[src/shared/arb_cfg.svh]
// divider reset phase, strap encodings and status codes for the processor-side arbiter
`ifndef ARB_CFG_SVH
`define ARB_CFG_SVH
`define ARB_CODE_INTA    3'h0
`define ARB_CODE_IORD    3'h1
`define ARB_CODE_IOWR    3'h2
`define ARB_CODE_IDLE_IO 3'h3
`define ARB_CODE_HALT    3'h4
`define ARB_CODE_MEMRD   3'h5
`define ARB_CODE_MEMWR   3'h6
`define ARB_CODE_IDLE_M  3'h7
`define ARB_DIV_RESET    1'b0
`define ARB_STRAP_HOLD   1'b1
`define ARB_STRAP_ALWAYS 1'b0
`endif

[src/shared/arb_pkg.sv]
// types shared by the processor-side arbiter
package arb_pkg;
   typedef enum logic [2:0] {
      CYC_INTA, CYC_IORD, CYC_IOWR, CYC_HALT, CYC_MEMRD, CYC_MEMWR, CYC_IDLE
   } cyc_kind_e;
   typedef enum logic [1:0] {ST_IDLE, ST_STATUS, ST_COMMAND} bus_state_e;
endpackage : arb_pkg
[src/shared/arb_dec_if.sv]
// status decode carrier between the state machine and the decoder
`timescale 1ns/1ps
`default_nettype none
interface arb_dec_if;
   logic [2:0]         code;
   arb_pkg::cyc_kind_e kind;
   logic               start;
   modport dec (input code, output kind, output start);
   modport fsm (output code, input kind, input start);
endinterface : arb_dec_if
`default_nettype wire

[src/logic/arb_proc_side.sv]
// processor-side arbiter: bus states, cycle decode, request/retain/release
// Overview of operation
// - state changes only on falling clock edge
// - latch hold/status strap at reset fall
// - either status bit low starts cycle
// - decode select and status to cycle kind
// - system select high after status requests bus
// - resample select each edge until ready or high
// - ready low ends the current cycle
// - lock low forbids giving bus away
// - lock sampled at end of each state
// - one status then command states until ready
// - always-release strap releases at the first idle state after a cycle
// - default mode releases on common request/priority
// - reset clears request, busy, enable; abandons cycle
`timescale 1ns/1ps
`default_nettype none
`include "arb_cfg.svh"
module arb_proc_side (
   input  wire logic        clk,
   input  wire logic        nrst,
   input  wire logic        proc_reset,
   input  wire logic        mem_io_select,
   input  wire logic        status_bit_one,
   input  wire logic        status_zero_or_hold_strap,
   input  wire logic        system_bus_select,
   input  wire logic        ready_n,
   input  wire logic        lock_n,
   input  wire logic        release_mode_strap,
   input  wire logic        common_request_line_in,
   input  wire logic        priority_input,
   output logic             common_request_line_out,
   output logic             common_request_line_oe,
   output logic             shared_bus_request_out,
   output logic             busy_out,
   output logic             busy_oe,
   output logic             address_enable_out,
   output logic             hold_mode,
   output logic             always_release,
   output logic [2:0]       cycle_kind,
   output logic [1:0]       bus_state
);
   arb_dec_if d ();
   arb_status_decode u_dec (.d(d));

   // falling system clock edge seen as a one-cycle enable on clk
   logic sysclk_q;
   logic fall_en;
   always_ff @(posedge clk) begin
      if (!nrst) sysclk_q <= `ARB_DIV_RESET;
      else       sysclk_q <= ~sysclk_q;
   end
   assign fall_en = sysclk_q;

   // status zero taken inverted when hold mode strapped
   logic s0_eff;
   assign s0_eff = hold_mode ? ~status_zero_or_hold_strap : status_zero_or_hold_strap;
   assign d.code = {mem_io_select, status_bit_one, s0_eff};

   // straps caught on the falling edge of processor reset
   logic prst_q;
   always_ff @(posedge clk) begin
      if (!nrst) prst_q <= 1'b0;
      else       prst_q <= proc_reset;
   end
   always_ff @(posedge clk) begin
      if (!nrst) begin
         hold_mode      <= 1'b0;
         always_release <= 1'b0;
      end else if (prst_q && !proc_reset) begin
         hold_mode      <= status_zero_or_hold_strap == `ARB_STRAP_HOLD;
         always_release <= release_mode_strap == `ARB_STRAP_ALWAYS;
      end
   end

   arb_pkg::bus_state_e state_q;
   logic                need_q;
   logic                own_q;
   logic                locked_q;
   logic                cyc_end;
   logic                give_up;

   assign cyc_end = fall_en && state_q == arb_pkg::ST_COMMAND && !ready_n;
   assign give_up = !locked_q &&
                    (always_release || !common_request_line_in || priority_input);

   // strap edge counts as reset: the strap pin may still read as a status
   always_ff @(posedge clk) begin
      if (!nrst || proc_reset || prst_q) begin
         state_q <= arb_pkg::ST_IDLE;
      end else if (fall_en) begin
         case (state_q)
            arb_pkg::ST_IDLE:    if (d.start) state_q <= arb_pkg::ST_STATUS;
            arb_pkg::ST_STATUS:  state_q <= arb_pkg::ST_COMMAND;
            arb_pkg::ST_COMMAND: if (!ready_n) state_q <= d.start ? arb_pkg::ST_STATUS : arb_pkg::ST_IDLE;
            default:             state_q <= arb_pkg::ST_IDLE;
         endcase
      end
   end

   // lock sampled at each state boundary
   always_ff @(posedge clk) begin
      if (!nrst || proc_reset) locked_q <= 1'b0;
      else if (fall_en)        locked_q <= !lock_n;
   end

   // kind of the cycle latched on entry to status
   always_ff @(posedge clk) begin
      if (!nrst || proc_reset || prst_q)                   cycle_kind <= arb_pkg::CYC_IDLE;
      else if (fall_en && d.start && (state_q == arb_pkg::ST_IDLE || cyc_end)) cycle_kind <= d.kind;
   end

   // select sampled from end of status until ready or high
   always_ff @(posedge clk) begin
      if (!nrst || proc_reset) begin
         need_q <= 1'b0;
      end else if (fall_en) begin
         if (state_q == arb_pkg::ST_STATUS)
            need_q <= system_bus_select && arb_pkg::cyc_kind_e'(cycle_kind) != arb_pkg::CYC_IDLE;
         else if (state_q == arb_pkg::ST_COMMAND && ready_n && !need_q)
            need_q <= system_bus_select;
         else if (cyc_end)
            need_q <= 1'b0;
      end
   end

   // ownership: taken when needed, dropped while idle per mode
   always_ff @(posedge clk) begin
      if (!nrst || proc_reset) begin
         own_q <= 1'b0;
      end else if (fall_en) begin
         if (need_q || (state_q == arb_pkg::ST_STATUS && system_bus_select
                        && arb_pkg::cyc_kind_e'(cycle_kind) != arb_pkg::CYC_IDLE))
            own_q <= 1'b1;
         else if (state_q == arb_pkg::ST_IDLE && give_up)
            own_q <= 1'b0;
      end
   end

   assign bus_state               = state_q;
   assign shared_bus_request_out  = ~own_q;       // active low
   assign address_enable_out      = ~own_q;       // active low
   assign busy_out                = 1'b0;
   assign busy_oe                 = own_q;
   assign common_request_line_out = 1'b0;
   assign common_request_line_oe  = need_q && !own_q;
endmodule : arb_proc_side
`default_nettype wire

[src/logic/arb_status_decode.sv]
// combinational status decoder: cycle kind and cycle-start detection
`timescale 1ns/1ps
`default_nettype none
`include "arb_cfg.svh"
module arb_status_decode (
   arb_dec_if.dec d
);
   always_comb begin
      case (d.code)
         `ARB_CODE_INTA:  d.kind = arb_pkg::CYC_INTA;
         `ARB_CODE_IORD:  d.kind = arb_pkg::CYC_IORD;
         `ARB_CODE_IOWR:  d.kind = arb_pkg::CYC_IOWR;
         `ARB_CODE_HALT:  d.kind = arb_pkg::CYC_HALT;
         `ARB_CODE_MEMRD: d.kind = arb_pkg::CYC_MEMRD;
         `ARB_CODE_MEMWR: d.kind = arb_pkg::CYC_MEMWR;
         default:         d.kind = arb_pkg::CYC_IDLE;
      endcase
   end
   // either status bit low begins a cycle
   assign d.start = ~d.code[1] | ~d.code[0];
endmodule : arb_status_decode
`default_nettype wire

[config.mk]
export PLATFORM = sky130hd
export DESIGN_NAME = arb_proc_side
export DESIGN_NICKNAME = d
export VERILOG_FILES = /design/src/shared/arb_pkg.sv /design/src/shared/arb_dec_if.sv /design/src/logic/arb_proc_side.sv /design/src/logic/arb_status_decode.sv
export VERILOG_INCLUDE_DIRS = /design/src /design/src/shared
export SDC_FILE = /design/constraint.sdc
export NUM_CORES = 1
export LEC_CHECK = 0
export BUFFER_PORTS_ARGS = -buffer_cell sky130_fd_sc_hd__buf_2
export CORE_AREA = 8 8 45 47
export DETAILED_ROUTE_END_ITERATION = 7
export DIE_AREA = 0 0 53 55
export PLACE_DENSITY = 0.75
export SYNTH_ARGS = -nofsm -noshare
export SYNTH_HDL_FRONTEND = slang
export SYNTH_SLANG_ARGS = --single-unit
[constraint.sdc]
create_clock -name clk -period 3.6 [get_ports clk]
set_input_delay 0.54 -clock clk [delete_from_list [all_inputs] [get_ports clk]]
set_output_delay 0.54 -clock clk [all_outputs]
set_load 0.01 [all_outputs]
==> impl_results.md <==
* Power Density at about 380 nW/um^2
* Pin count of the biggest net entering global routing at 10
* TritonCTS clock tree: built
* Post-route cell area at 752.0 sq um
* Pre-CTS setup slack at 1954 ps
* Max-cap viol count at 0
* DP Area at approximately 700 sq um
* Critical-path top delay cell: dfxtp_1
* DR DRC count at 0
* Critical Path AT at 910 ps
* Fmax at 0.6873 GHz
* Via count at roughly 560
* Maximum clock path buffer count at 2
* Final hold violations at 0
* Setup TNS at 0 ps
* Critical Path RT at ~3000 ps
* Hold Crit Class: input port to flop
* Reg clk slew, reported paths at roughly 70 ps
* Total CTS buffers at 3
* Crit Path Category: flop to primary output
* All-Layer GR Usage at about a tenth
* Status: finished, final reports clean
* Count of final setup violators at 0
* Clk sinks at 12
* Clk root buf: clkbuf_4
* Post-CTS sizing at 0
* CP top delay family: flip-flops
* Cell count after synthesis at 66
* Final Max Slew Viols at 0
* Primary FF master, synth: dfxtp_1
* Die Footprint at 2915 sq um
* Setup Fix Bufs, Post-CTS at 0
* DR WL/cell at between 10 and 15 um
* Worst Clk Skew at roughly 3.0 ps
* H-tree levels at 1
* Warnings from Yosys at 0
* CP max stage delay at about 470 ps
* Startpoint types: flop
* Critical path capture point type: primary output
* Final WS setup at 2145 ps
* Critical-path cell list: buf_2
* Synthesis-to-layout area growth at 22.90%
* Minimum clock period at 1455 ps
* Cell taking the most area after synthesis: dfxtp_1
* Most common cell after layout, fill and taps aside: buf_2
* Top cells by area, synth: dfxtp_1 (39%), nor2b_1 (5.1%), buf_4 (4.9%)
* Commonest non-fill, non-tap cells in the layout: buf_2 (22), dfxtp_1 (12), nor2b_1 (5), nand2_1 (4), nor2_1 (4)
* Io pins at 25
* Peak VDD IR at between 0.00015 and 0.0002 V
* Placer Congestion at 0.7540
* Core Rows at 14
* Iter 0 DRT Violations at 1
* Share of post-route cells with drive strength above 1 at 32.58%
* Detail Route Antenna Nets at 0
* Final period util at 40.42%
* Syn Area/Cell at between 9 and 10 sq um
* Fraction of registers with async set/reset at 0%
* Synthesized flop and latch total at 12
* Quantity of hold-fixing buffers added after cts at 0
* ANT cells at 0
* Core area at 1384 sq um
* Starting Density at 44.21%
* DR pass1 iterations at 5
* Dpl hpwl at 1109 um
* Die W at between 50 and 60 um
* Worst-Skew Late Latency at 270 ps
* LEAKAGE at 0.3535 nW
* Post-Syn Area at 611.8 sq um
* Die H at around 55 um
* IO buf count at 22
* Worst Path Buf+Inv at 1
* Synth top area share at 39.26%
* Final WL at 1414 um
* CP max FO at 8
* Global route total overflow at 0
* Netlist cell types at 33
* Seq/Total Area, Yosys at 39.26%
* Nets at 102
* RSZ-0062 raised after global routing: false
* Initial antenna violation count at 0
* First-pass GRT wire length at approximately 2200 um
* Vias/cell at ~5.4
* Vias in the first global route at about 490
* Post-synth EDFFs at 0
## per-stage QoR
stage / cells / power (mW) / hold WS, ps / util, %
floorplan: 67 / 0.1680 / 468.8 / -
global placement: 101 / 0.1799 / 471.1 / 51.72
detailed placement: 101 / 0.1807 / 481.6 / 51.72
CTS: 105 / 0.2857 / 449.5 / 54.34
global route: 105 / 0.2992 / 445.6 / 54.34
finish: 105 / 0.2825 / 451.5 / 54.34
## power breakdown
| part | switching [mW] | internal [mW] |
|---|---|---|
| sequential | 0.00477 | 0.137 |
| combinational | 0.0188 | 0.0174 |
| clock | 0.0432 | 0.0614 |
## area by class of cell
class                      instances  area, sq um
multi-input combinational         49        337.8
fill                             131        631.9
sequential                        12        240.2
timing repair buffer              22        110.1
tap                               16        20.02
inverter                           2        7.507
clock buffer                       4        36.28
## metal layers
layer	track usage, %	share of wire, %	vias up	wire length [um]
met5	0	0	-	0
met4	2.586	0	0	0
met3	3.476	8.3	0	117
met2	15.63	46	17	655
met1	12.92	45	265	641
li1	-	-	280	-
## final timing paths
kind,slack (ps),cells after the start,from,to
min reg2reg,500,2,locked_q,locked_q
max,2150,1,bus_state[1],bus_state[1]
max reg2reg,2200,3,fall_en,cycle_kind[1]
min,450,2,lock_n,locked_q
## cells by family after synthesis
kind of cell	count (synthesis)	synth area share [%]
DFF	12	39.26
and+or+nand+nor	25	24.74
AOI/OAI and AO/OA	16	20.04
buffers and inverters	6	6.136
muxes	2	3.476
xor gates and xnor gates	4	5.727
other	1	0.6129
## cell usage after synthesis (2+ instances only)
| cell type | n |
|---|---|
| dfxtp_1 | 12 |
| nor2b_1 | 5 |
| buf_4 | 4 |
| nand2_1 | 4 |
| nor2_1 | 4 |
| a21oi_1 | 3 |
| xor2_1 | 3 |
| a221o_1 | 2 |
| and2b_1 | 2 |
| inv_1 | 2 |
| nand2b_1 | 2 |
| o21ai_0 | 2 |
## state kept, by name, summed over array words and instances (netlist names)
| name | cells |
|---|---|
| cycle_kind | 3 |
| hold_mode | 1 |
| locked_q | 1 |
| busy_oe | 1 |
| bus_state | 2 |
| always_release | 1 |
| prst_q | 1 |
| fall_en | 1 |
| need_q | 1 |
No activity file was read; power rests on OpenSTA's default activity.
